## src/design/usr_regs.svh

```systemverilog
/*
 * Register indices, bit positions, reset values and levels of the UART
 * status and special-function register slice.
 * Assumes a 32-bit Avalon-MM slave; byte address is four times the index.
 */
`ifndef USR_REGS_SVH
`define USR_REGS_SVH

// ============================================================
// Register indices
`define USR_IDX_LINE_CTRL 6'h03
`define USR_IDX_LINE_STATUS 6'h05
`define USR_IDX_MODEM_STATUS 6'h06
`define USR_IDX_SPECIAL 6'h07
`define USR_IDX_DIV_LOW 6'h08
`define USR_IDX_DIV_HIGH 6'h09
`define USR_IDX_AUX_RX 6'h0F
`define USR_IDX_AUX_TX 6'h10

// ============================================================
// Line status bit positions
`define USR_LS_DATA_READY 0
`define USR_LS_OVERRUN 1
`define USR_LS_PARITY 2
`define USR_LS_FRAMING 3
`define USR_LS_BREAK 4
`define USR_LS_THR_EMPTY 5
`define USR_LS_TSR_EMPTY 6
`define USR_LS_FIFO_ERR 7

// ============================================================
// Modem status bit positions
`define USR_MS_DELTA_CTS 0
`define USR_MS_DELTA_DSR 1
`define USR_MS_RISE_RI 2
`define USR_MS_DELTA_DCD 3
`define USR_MS_CTS 4
`define USR_MS_DSR 5
`define USR_MS_RI 6
`define USR_MS_DCD 7

// ============================================================
// Special function bit positions
`define USR_SF_FORCE_TX 0
`define USR_SF_AUTO_DSR_DTR 1
`define USR_SF_RSVD_RO_LO 2
`define USR_SF_RSVD_RO_HI 3
`define USR_SF_RSVD_RW 4
`define USR_SF_EXT_MODE 5
`define USR_SF_AUX_RX_SEL 6
`define USR_SF_AUX_TX_SEL 7
`define USR_SF_WRITE_MASK 8'hF3

// ============================================================
// Line control bit position
`define USR_LC_DLAB 7

// ============================================================
// Reset values and levels
`define USR_RST_BYTE 8'h00
`define USR_RST_WORD 32'h0000_0000
`define USR_DTR_FULL_LEVEL 8'h70

`endif

```

## src/design/usr_pkg.sv

```systemverilog
/*
 * Types shared by the UART status register slice.
 * Assumes the header usr_regs.svh holds every number.
 */
package usr_pkg;

   // ============================================================
   // Modem input pins, bit 0 is CTS.
   typedef struct packed {
      logic dcd;
      logic ri;
      logic dsr;
      logic cts;
   } usr_modem_pins_t;

   // ============================================================
   // Status reported by the receiver, transmitter and FIFOs.
   typedef struct packed {
      logic [7:0] rx_fifo_fill_count;
      logic [7:0] tx_fifo_fill_count;
      logic [7:0] err_count;
      logic [7:0] sample_clock_setting;
      logic rx_overrun;
      logic rx_parity_err;
      logic rx_frame_err;
      logic rx_break;
      logic thr_empty;
      logic tsr_empty;
      logic rx_fifo_err;
   } usr_core_stat_t;

   // ============================================================
   // Control handed to the rest of the channel.
   typedef struct packed {
      logic [15:0] divisor;
      logic dlab;
      logic force_tx;
      logic auto_dsr_dtr;
      logic ext_mode;
      logic aux_rx_sel;
      logic aux_tx_sel;
      logic tx_allow;
      logic dtr;
   } usr_ctrl_t;

   typedef enum logic [1:0] {
      USR_BUS_IDLE = 2'h0,
      USR_BUS_ACK = 2'h1
   } usr_bus_st_t;

   typedef struct packed {
      logic primed;
      logic [3:0] level;
      logic [3:0] delta;
   } usr_msr_state_t;

   typedef struct packed {
      usr_bus_st_t bus_st;
      logic [7:0] rdata;
      logic [7:0] line_status;
      logic dlab;
      logic [7:0] special;
      logic [7:0] div_low;
      logic [7:0] div_high;
      logic tx_allow;
      logic dtr;
   } usr_main_state_t;

endpackage

```

## src/design/usr_status_regs.sv

```systemverilog
/*
 * Status and special-function register slice of one UART channel,
 * reached over a 32-bit Avalon-MM slave with waitrequest.
 * Assumes the receiver, transmitter and FIFOs report their status on
 * core_stat_i synchronous to clk_i, and the modem pins are synchronous.
 */
// Summary of operation
// RULE1: line status bit 0: receive FIFO not empty
// RULE2: line status bit 1: receive overrun occurred
// RULE3: bits 2/3: parity and framing errors
// RULE4: line status bit 4: break detected
// RULE5: line status bit 5: holding register empty
// RULE6: line status bit 6: shift register empty
// RULE7: line status bit 7: FIFO holds errored data
// RULE8: modem bit 0: CTS changed, read clears
// RULE9: modem bit 1: DSR changed, read clears
// RULE10: modem bit 2: RI rising edge, read clears
// RULE11: modem bit 3: DCD changed, read clears
// RULE12: modem bits 4/5: live CTS, DSR levels
// RULE13: modem bits 6/7: live RI, DCD levels
// RULE14: special bit 0 forces transmission
// RULE15: special bit 1: automatic DSR/DTR flow control
// RULE16: special bit 5 selects extended mode
// RULE17: bit 6: offset 15 error count/RX fill
// RULE18: bit 7: offset 16 TX fill/sample clock
// RULE19: divisor low byte, read/write, resets zero
// RULE20: divisor high byte, resets zero
// RULE21: line control bit 7 selects divisor registers
// RULE22: change during status read is kept
// RULE23: reserved bits 2/3 zero, read-only writes ignored
`timescale 1ns/1ps
`include "usr_regs.svh"

module usr_status_regs (
   input wire logic clk_i,
   input wire logic srst_i,
   input wire logic ce_i,
   input wire logic [7:0] avs_address_i,
   input wire logic avs_read_i,
   input wire logic avs_write_i,
   input wire logic [3:0] avs_byteenable_i,
   input wire logic [31:0] avs_writedata_i,
   output logic [31:0] avs_readdata_o,
   output logic avs_waitrequest_o,
   input usr_pkg::usr_core_stat_t core_stat_i,
   input usr_pkg::usr_modem_pins_t modem_pins_i,
   input wire logic dtr_manual_i,
   output usr_pkg::usr_ctrl_t ctrl_o
);
   import usr_pkg::*;

   // ============================================================
   // Declarations
   usr_main_state_t st_r;
   usr_main_state_t st_nxt;
   logic [5:0] reg_idx;
   logic req;
   logic rd_take;
   logic msr_clr;
   logic [7:0] msr_byte;
   logic [7:0] rd_byte;
   logic [7:0] ls_live;
   logic wr_lane0;

   assign reg_idx = avs_address_i[7:2];
   assign req = avs_read_i | avs_write_i;
   assign wr_lane0 = avs_byteenable_i[0];

   // ============================================================
   // Modem status tracker
   assign rd_take = ce_i && (st_r.bus_st == USR_BUS_IDLE) && avs_read_i;
   assign msr_clr = rd_take && (reg_idx == `USR_IDX_MODEM_STATUS);

   usr_msr_track u_msr (
      .clk_i(clk_i),
      .srst_i(srst_i),
      .ce_i(ce_i),
      .pins_i(modem_pins_i),
      .clr_i(msr_clr),
      .modem_input_status_o(msr_byte)
   );

   // ============================================================
   // Line status assembly
   always_comb begin
      ls_live = 8'h00;
      ls_live[`USR_LS_DATA_READY] = |core_stat_i.rx_fifo_fill_count; // RULE1
      ls_live[`USR_LS_OVERRUN] = core_stat_i.rx_overrun; // RULE2
      ls_live[`USR_LS_PARITY] = core_stat_i.rx_parity_err; // RULE3
      ls_live[`USR_LS_FRAMING] = core_stat_i.rx_frame_err; // RULE3
      ls_live[`USR_LS_BREAK] = core_stat_i.rx_break; // RULE4
      ls_live[`USR_LS_THR_EMPTY] = core_stat_i.thr_empty; // RULE5
      ls_live[`USR_LS_TSR_EMPTY] = core_stat_i.tsr_empty; // RULE6
      ls_live[`USR_LS_FIFO_ERR] = core_stat_i.rx_fifo_err; // RULE7
   end

   // ============================================================
   // Read multiplexer
   // Divisor bytes are visible only while the latch enable is set;
   // otherwise those offsets read as zero.
   always_comb begin
      rd_byte = `USR_RST_BYTE;
      unique case (reg_idx)
         `USR_IDX_LINE_CTRL: begin
            rd_byte[`USR_LC_DLAB] = st_r.dlab;
         end
         `USR_IDX_LINE_STATUS: begin
            rd_byte = st_r.line_status;
         end
         `USR_IDX_MODEM_STATUS: begin
            rd_byte = msr_byte;
         end
         `USR_IDX_SPECIAL: begin
            rd_byte = st_r.special & `USR_SF_WRITE_MASK; // RULE23
         end
         `USR_IDX_DIV_LOW: begin
            if (st_r.dlab) begin // RULE21
               rd_byte = st_r.div_low; // RULE19
            end
         end
         `USR_IDX_DIV_HIGH: begin
            if (st_r.dlab) begin // RULE21
               rd_byte = st_r.div_high; // RULE20
            end
         end
         `USR_IDX_AUX_RX: begin
            if (st_r.special[`USR_SF_AUX_RX_SEL]) begin // RULE17
               rd_byte = core_stat_i.err_count;
            end else begin
               rd_byte = core_stat_i.rx_fifo_fill_count;
            end
         end
         `USR_IDX_AUX_TX: begin
            if (st_r.special[`USR_SF_AUX_TX_SEL]) begin // RULE18
               rd_byte = core_stat_i.tx_fifo_fill_count;
            end else begin
               rd_byte = core_stat_i.sample_clock_setting;
            end
         end
         default: begin
            rd_byte = `USR_RST_BYTE;
         end
      endcase
   end

   // ============================================================
   // Next state
   always_comb begin
      st_nxt = st_r;
      st_nxt.line_status = ls_live;

      // Flow gating: forced transmission overrides DSR gating, and the
      // automatic mode drops DTR once the receive FIFO nears full.
      if (st_r.special[`USR_SF_FORCE_TX]) begin // RULE14
         st_nxt.tx_allow = 1'b1;
      end else if (st_r.special[`USR_SF_AUTO_DSR_DTR]) begin // RULE15
         st_nxt.tx_allow = modem_pins_i.dsr;
      end else begin
         st_nxt.tx_allow = 1'b1;
      end
      if (st_r.special[`USR_SF_AUTO_DSR_DTR]) begin // RULE15
         st_nxt.dtr = core_stat_i.rx_fifo_fill_count < `USR_DTR_FULL_LEVEL;
      end else begin
         st_nxt.dtr = dtr_manual_i;
      end

      unique case (st_r.bus_st)
         USR_BUS_IDLE: begin
            if (req) begin
               st_nxt.bus_st = USR_BUS_ACK;
               if (avs_read_i) begin
                  st_nxt.rdata = rd_byte;
               end
            end
         end
         USR_BUS_ACK: begin
            st_nxt.bus_st = USR_BUS_IDLE;
            // Writes land on the edge that completes the transfer.
            // Status offsets have no write path at all.
            if (avs_write_i && wr_lane0) begin // RULE23
               unique case (reg_idx)
                  `USR_IDX_LINE_CTRL: begin
                     st_nxt.dlab = avs_writedata_i[`USR_LC_DLAB]; // RULE21
                  end
                  `USR_IDX_SPECIAL: begin
                     st_nxt.special = avs_writedata_i[7:0] & `USR_SF_WRITE_MASK;
                  end
                  `USR_IDX_DIV_LOW: begin
                     if (st_r.dlab) begin // RULE21
                        st_nxt.div_low = avs_writedata_i[7:0]; // RULE19
                     end
                  end
                  `USR_IDX_DIV_HIGH: begin
                     if (st_r.dlab) begin // RULE21
                        st_nxt.div_high = avs_writedata_i[7:0]; // RULE20
                     end
                  end
                  default: begin
                     st_nxt.bus_st = USR_BUS_IDLE;
                  end
               endcase
            end
         end
         default: begin
            st_nxt.bus_st = USR_BUS_IDLE;
         end
      endcase
   end

   // ============================================================
   // State register
   always_ff @(posedge clk_i) begin
      if (srst_i) begin
         st_r.bus_st <= USR_BUS_IDLE;
         st_r.rdata <= `USR_RST_BYTE;
         st_r.line_status <= `USR_RST_BYTE;
         st_r.dlab <= 1'b0;
         st_r.special <= `USR_RST_BYTE;
         st_r.div_low <= `USR_RST_BYTE; // RULE19
         st_r.div_high <= `USR_RST_BYTE; // RULE20
         st_r.tx_allow <= 1'b1;
         st_r.dtr <= 1'b0;
      end else if (ce_i) begin
         st_r <= st_nxt;
      end
   end

   // ============================================================
   // Outputs
   // The answer is withheld while the clock enable is low, so a frozen
   // slave never completes a transfer.
   assign avs_waitrequest_o = req && !(ce_i && (st_r.bus_st == USR_BUS_ACK));
   assign avs_readdata_o = {24'h00_0000, st_r.rdata};

   always_comb begin
      ctrl_o.divisor = {st_r.div_high, st_r.div_low}; // RULE20
      ctrl_o.dlab = st_r.dlab;
      ctrl_o.force_tx = st_r.special[`USR_SF_FORCE_TX]; // RULE14
      ctrl_o.auto_dsr_dtr = st_r.special[`USR_SF_AUTO_DSR_DTR]; // RULE15
      ctrl_o.ext_mode = st_r.special[`USR_SF_EXT_MODE]; // RULE16
      ctrl_o.aux_rx_sel = st_r.special[`USR_SF_AUX_RX_SEL];
      ctrl_o.aux_tx_sel = st_r.special[`USR_SF_AUX_TX_SEL];
      ctrl_o.tx_allow = st_r.tx_allow;
      ctrl_o.dtr = st_r.dtr;
   end

endmodule

```

## src/design/usr_msr_track.sv

```systemverilog
/*
 * Modem status tracker: live pin levels and sticky change flags.
 * Assumes the modem pins are synchronous to clk_i.
 */
`timescale 1ns/1ps
`include "usr_regs.svh"

module usr_msr_track (
   input wire logic clk_i,
   input wire logic srst_i,
   input wire logic ce_i,
   input usr_pkg::usr_modem_pins_t pins_i,
   input wire logic clr_i,
   output logic [7:0] modem_input_status_o
);
   import usr_pkg::*;

   usr_msr_state_t st_r;
   usr_msr_state_t st_nxt;
   logic [3:0] pin_v;
   logic [3:0] event_v;

   assign pin_v = pins_i;

   // ============================================================
   // Change detection
   always_comb begin
      event_v = 4'h0;
      if (st_r.primed) begin
         event_v[`USR_MS_DELTA_CTS] = pin_v[0] ^ st_r.level[0]; // RULE8
         event_v[`USR_MS_DELTA_DSR] = pin_v[1] ^ st_r.level[1]; // RULE9
         event_v[`USR_MS_RISE_RI] = pin_v[2] & ~st_r.level[2]; // RULE10
         event_v[`USR_MS_DELTA_DCD] = pin_v[3] ^ st_r.level[3]; // RULE11
      end
   end

   // The first cycle after reset only loads the levels, so a pin that is
   // already high does not report a change.
   always_comb begin
      st_nxt = st_r;
      st_nxt.primed = 1'b1;
      st_nxt.level = pin_v;
      for (int i = 0; i < 4; i++) begin
         st_nxt.delta[i] = (st_r.delta[i] & ~clr_i) | event_v[i]; // RULE22
      end
   end

   always_ff @(posedge clk_i) begin
      if (srst_i) begin
         st_r <= '0;
      end else if (ce_i) begin
         st_r <= st_nxt;
      end
   end

   assign modem_input_status_o = {st_r.level, st_r.delta}; // RULE12 RULE13

endmodule

```

## config.mk

```make
export PLATFORM = sky130hd
export DESIGN_NAME = usr_status_regs
export DESIGN_NICKNAME = d
export VERILOG_FILES = /design/src/design/usr_pkg.sv /design/src/design/usr_status_regs.sv /design/src/design/usr_msr_track.sv
export VERILOG_INCLUDE_DIRS = /design/src /design/src/design
export SDC_FILE = /design/constraint.sdc
export NUM_CORES = 1
export LEC_CHECK = 0
export ABC_AREA = 1
export BUFFER_PORTS_ARGS = -buffer_cell sky130_fd_sc_hd__buf_2
export CAP_MARGIN = 25
export CORE_UTILIZATION = 29
export CTS_CLUSTER_SIZE = 14
export DETAILED_ROUTE_END_ITERATION = 8
export GPL_TIMING_DRIVEN = 1
export HOLD_SLACK_MARGIN = 0.15
export PLACE_DENSITY_LB_ADDON = 0.25
export REMOVE_ABC_BUFFERS = 1
export SLEW_MARGIN = 10
export SYNTH_ARGS = -nofsm -noshare
export SYNTH_HDL_FRONTEND = slang
export SYNTH_SLANG_ARGS = --single-unit
```

## constraint.sdc

```tcl
create_clock -name clk_i -period 1.5 [get_ports clk_i]
set_input_delay 0.3 -clock clk_i [delete_from_list [all_inputs] [get_ports clk_i]]
set_output_delay 0.3 -clock clk_i [all_outputs]
set_load 0.05 [all_outputs]
```

# ---- Word level (Yosys, flattened, before mapping)
# Index checks and enable logic that the tools add are counted.
dict set report word_totals {
  reg_bits 52
  inputBits 93
  out_inout_bits 57
  word_cells 66
}
dict set report op_classes {
  n_lt_le_gt_ge 1
  n_eq_ne 10
  muxes 13
  n_bitwise 15
  reduce_logical 15
}
# operator n
set ops {}
lappend ops {{$pmux W7 S7} 1}
lappend ops {{$mux W8} 5}
lappend ops {{$eq A6 B3 Y1 const B} 3}
lappend ops {{$eq A6 B4 Y1 const B} 3}
lappend ops {{$reduce_and A4 Y1} 3}
lappend ops {{$mux W10} 1}
lappend ops {{$reduce_and A5 Y1} 2}
lappend ops {{$lt A8 B7 Y1 const B} 1}
lappend ops {{$pmux W1 S8} 1}
lappend ops {{$reduce_or A8 Y1} 1}
lappend ops {{$eq A6 B2 Y1 const B} 1}
lappend ops {{$eq A6 B5 Y1 const B} 1}
lappend ops {{$logic_and A1 B1 Y1} 6}
lappend ops {{$and A1 B1 Y1} 5}
lappend ops {{$or A1 B1 Y1} 5}
lappend ops {{$mux W4} 1}
lappend ops {{$mux W1} 3}
lappend ops {{$xor A1 B1 Y1} 3}
lappend ops {{$eq A2 B1 Y1 const B} 1}
lappend ops {{$logic_not A2 Y1} 1}
lappend ops {{$mux W2} 1}
lappend ops {{$ne A2 B2 Y1 const B} 1}
lappend ops {{$not A1 Y1} 2}
lappend ops {{$reduce_and A2 Y1} 1}
lappend ops {{$logic_not A1 Y1} 1}

# ---- Longest topological paths before layout
dict set report logic_depth {
  ltp_word 7
  mapped_depth 10
  mapped_depth_nobuf 9
}

# ---- By module
# Synthesis repeated with hierarchy kept, for this count alone.
dict set report hier_totals {
  hier_cells 533
  area_unflattened_um2 3408.3
}
# mod instances cells_each area_per_inst_um2
set by_module_without_submodules {}
lappend by_module_without_submodules {usr_status_regs 1 475 2939.1}
lappend by_module_without_submodules {usr_msr_track 1 58 469.2}

# ---- Worst setup path after synthesis
# Ideal clock, no wire load.
dict set report synth_timing {
  kind {register -> output}
  startpoint {register st_r[43] (netlist name)}
  endpoint {output port avs_waitrequest_o}
  arrival_ns 1.104
  required_ns 1.200
  slack_ns 0.096
  stages_incl_launch_ff 4
  path_buffers 0
  path_cell_list {dfxtp_1 nand2_2 inv_1 nor2_1}
}
dict set report synth_between {
  elab_chain_len 4
}
# item line_no
set synth_rtl {}
lappend synth_rtl {{start, declared} usr_status_regs.sv:54} ;# usr_main_state_t st_r;
lappend synth_rtl {{start signal, assigned} usr_status_regs.sv:224} ;# st_r <= st_nxt;
lappend synth_rtl {{$eq A2 B1 Y1} usr_status_regs.sv:232} ;# assign avs_waitrequest_o = req && !(ce_i && (st_r.bus_st == USR_BUS_ACK));
lappend synth_rtl {{$logic_and A1 B1 Y1} usr_status_regs.sv:232}
lappend synth_rtl {{$logic_not A1 Y1} usr_status_regs.sv:232}
lappend synth_rtl {{$logic_and A1 B1 Y1} usr_status_regs.sv:232}
lappend synth_rtl {{end, declared} usr_status_regs.sv:44} ;# output logic avs_waitrequest_o,
# No other way between the ends.

# ---- Worst setup path after layout
dict set report layout_timing {
  startpoint {register st_r, in the netlist ctrl_o[3]}
  endpoint {output port ctrl_o[3] (netlist name)}
}
# item line_no
set layout_lines {}
lappend layout_lines {{end, declared} usr_status_regs.sv:48} ;# output usr_pkg::usr_ctrl_t ctrl_o
# No word-level cell between the ends.

==> flow_summary.yaml <==
floorplanning:
  die_height_um: 108
  dieArea_um2: 11700
  row_count: 38
  io_pins: 150
  initial_core_util: 0.300
  core-area_um2: 10900
  die_w_um: 108
grt:
  gr-total-overflow: 0
  grt_pass1_wl_um: 14800
  grt_usage: 0.164
  grt_pass1_vias: 3098
  antenna_found_initial: 0
  grt_max_degree: 20
setup_path:
  crit_type: "register to output pin"
  cp-end-kind: "output pin"
  critPathLaunchType: "register"
  critPathArrivalTime_ps: 1140
  worstPathRequired_ps: 1200
  path_buf_inv: 2
  cp_max_fo: 15
  cp_cell_sequence: "buf_4, buf_2"
  crit_path_max_incr_delay_ps: 450
  critical_path.top_delay_family: "flip-flops"
  crit_slowest_cell: "dfxtp_2"
logic_synthesis:
  yosysUniqueCellTypes: 29
  syn_area_um2: 3280
  ys_seq_area_frac: 0.311
  postSynthAreaPerCell_um2: 6.54
  postSynthCellCount: 502
  ys_dominant_reg_cell: "dfxtp_1"
  synthArstFlopShare: 0
  yosys_register_bits: 51
  yosysWarnings: 0
  synth_edf_count: 0
sta:
  timing.final.ws_setup_ps: 64.1
  min_period_ps: 1440
  clock_skew_ps: 5.26
  finalSetupTns_ps: 0
  setup_viol: 0
  fmax_mhz: 696
  rsz0062_at_grt: "no"
  post-route-period-util: 0.957
  finalHoldViolCount: 0
  maxSlewViolCount: 0
clock_tree:
  cts.path.max_buffers: 2
  cts_sinks: 51
  cts_tree: "done"
  cts_htree_levels: 2
  cts_hold_buf: 0
  clk_pin_slew_ps: 60
  cts-buffers-inserted: 5
  cts-root-buf: "clkbuf_16"
  clock_latency_ps: 290
final_layout:
  utilization: 0.359
  nets: 679
  final-seq-area_um2: 1020
  multiInputGateArea_um2: 1650
  syn_to_final_growth_pct: 19.6
  final_cells: 726
  fill_cells: 1211
  final_cell_mix: "nand2_1, buf_2, nor2_1"
  layout.cells.most_common: "nand2_1"
  antennaDiodeCount: 0
  final_cell_area_um2: 3930
  drive_gt1_frac: 0.259
routing:
  drt_iter0_drc: 101
  wl_per_cell_um: 12.5
  via_per_inst: 4.41
  first_pass_iters: 4
  vias: 3204
  antenna_left: 0
  drcViolationCount: 0
  route.final.wire_length_um: 9100
placed_design:
  dpl_cell_area_um2: 3760
  dp_hpwl_um: 7480
  port_buffers: 96
  place_ws_ps: -94.3
  gp_congestion: 0.876
  dp.cells: 719
pwr:
  ir_worst_vdd_uv: 403
  leakage_uw: 0.00208
  powerDensity_nw_per_um2: 812
outcome:
  status: "complete, no violations"
min_path:
  worstHoldPathType: "input pin to register"
flow_run:
  drv_cap: 0
-- logic make-up after synthesis --
kind of cell	after synthesis	share of synthesized area
compound gates	72	0.131
xor+xnor	1	0.00267
buf+inv	122	0.212
flops	51	0.311
other cells	1	0.00114
simple gates	255	0.342
-- Yosys cell counts, drive strengths merged, types with 2 or more instances --
| cell | n | area, um2 |
|---|---|---|
| a21oi | 26 | 130 |
| nor2 | 77 | 357 |
| inv | 47 | 176 |
| o21ai | 26 | 130 |
| a211oi | 17 | 148 |
| buf | 66 | 487 |
| nand3b | 4 | 30.0 |
| nand4 | 2 | 12.5 |
| nor4 | 2 | 12.5 |
| dfxtp | 51 | 1020 |
| nand2 | 124 | 478 |
| nand3 | 45 | 225 |
| a31oi | 2 | 12.5 |
| clkbuf | 8 | 30.0 |
-- sequential cells by signal (all words and copies together), names as in the netlist --
signal	flops
st_r	10
u_msr.modem_input_status_o	8
ctrl_o	24
u_msr.st_r	1
avs_readdata_o	8
-- worst reg2reg max path, cell delays in order (launching register included) --
cell	delay, ps
dfxtp_1	370
nand2_2	90
nor2_4	190
nand3_1	170
buf_4	210
o21ai_0	170
a21oi_1	50
-- final timing paths --
path	startpoint	to	slack, ps	depth (start not counted)
max	ctrl_o[3]	ctrl_o[3]	60	2
min	core_stat_i[5]	st_r[29]	240	3
max reg2reg	st_r[43]	ctrl_o[6]	140	6
min reg2reg	st_r[22]	st_r[22]	460	2
-- per-layer routing --
| metal | vias to the layer above | track usage | share of wire |
|---|---|---|---|
| met5 | - | 0 | 0 |
| met4 | 0 | 0.0319 | 0.0074 |
| met3 | 7 | 0.0332 | 0.046 |
| met2 | 80 | 0.302 | 0.49 |
| met1 | 1432 | 0.195 | 0.45 |
| li1 | 1685 | - | - |
-- repair_timing --
action	4_1_cts	5_1_grt
setup buffers	0	0
hold endpoints to repair	0	0
pin swaps	0	1
endpoints found under the setup margin	1	5
gates resized for setup	1	4
-- power by group --
group / internal (uW) / switching (uW)
clock network: 779 / 482
registers: 1390 / 21.1
logic: 154 / 361
total: 2320 / 864
-- area by class of cell --
| class | instances | share of cell area |
|---|---|---|
| Clock inverter | 1 | 0.00765 |
| Sequential cell | 51 | 0.260 |
| Clock buffer | 6 | 0.0328 |
| Tap cell | 140 | 0.0446 |
| Multi-Input combinational cell | 352 | 0.421 |
| Inverter | 48 | 0.0459 |
| Timing Repair Buffer | 128 | 0.187 |
-- per-stage QoR --
stage          hold WS, ps  power (uW)
2_1_floorplan          369        1730
3_3_place_gp           438        1950
3_5_place_dp           445        1960
4_1_cts                237        3220
5_1_grt                247        3330
6_report               240        3190
No activity file was read; power rests on OpenSTA's default activity.
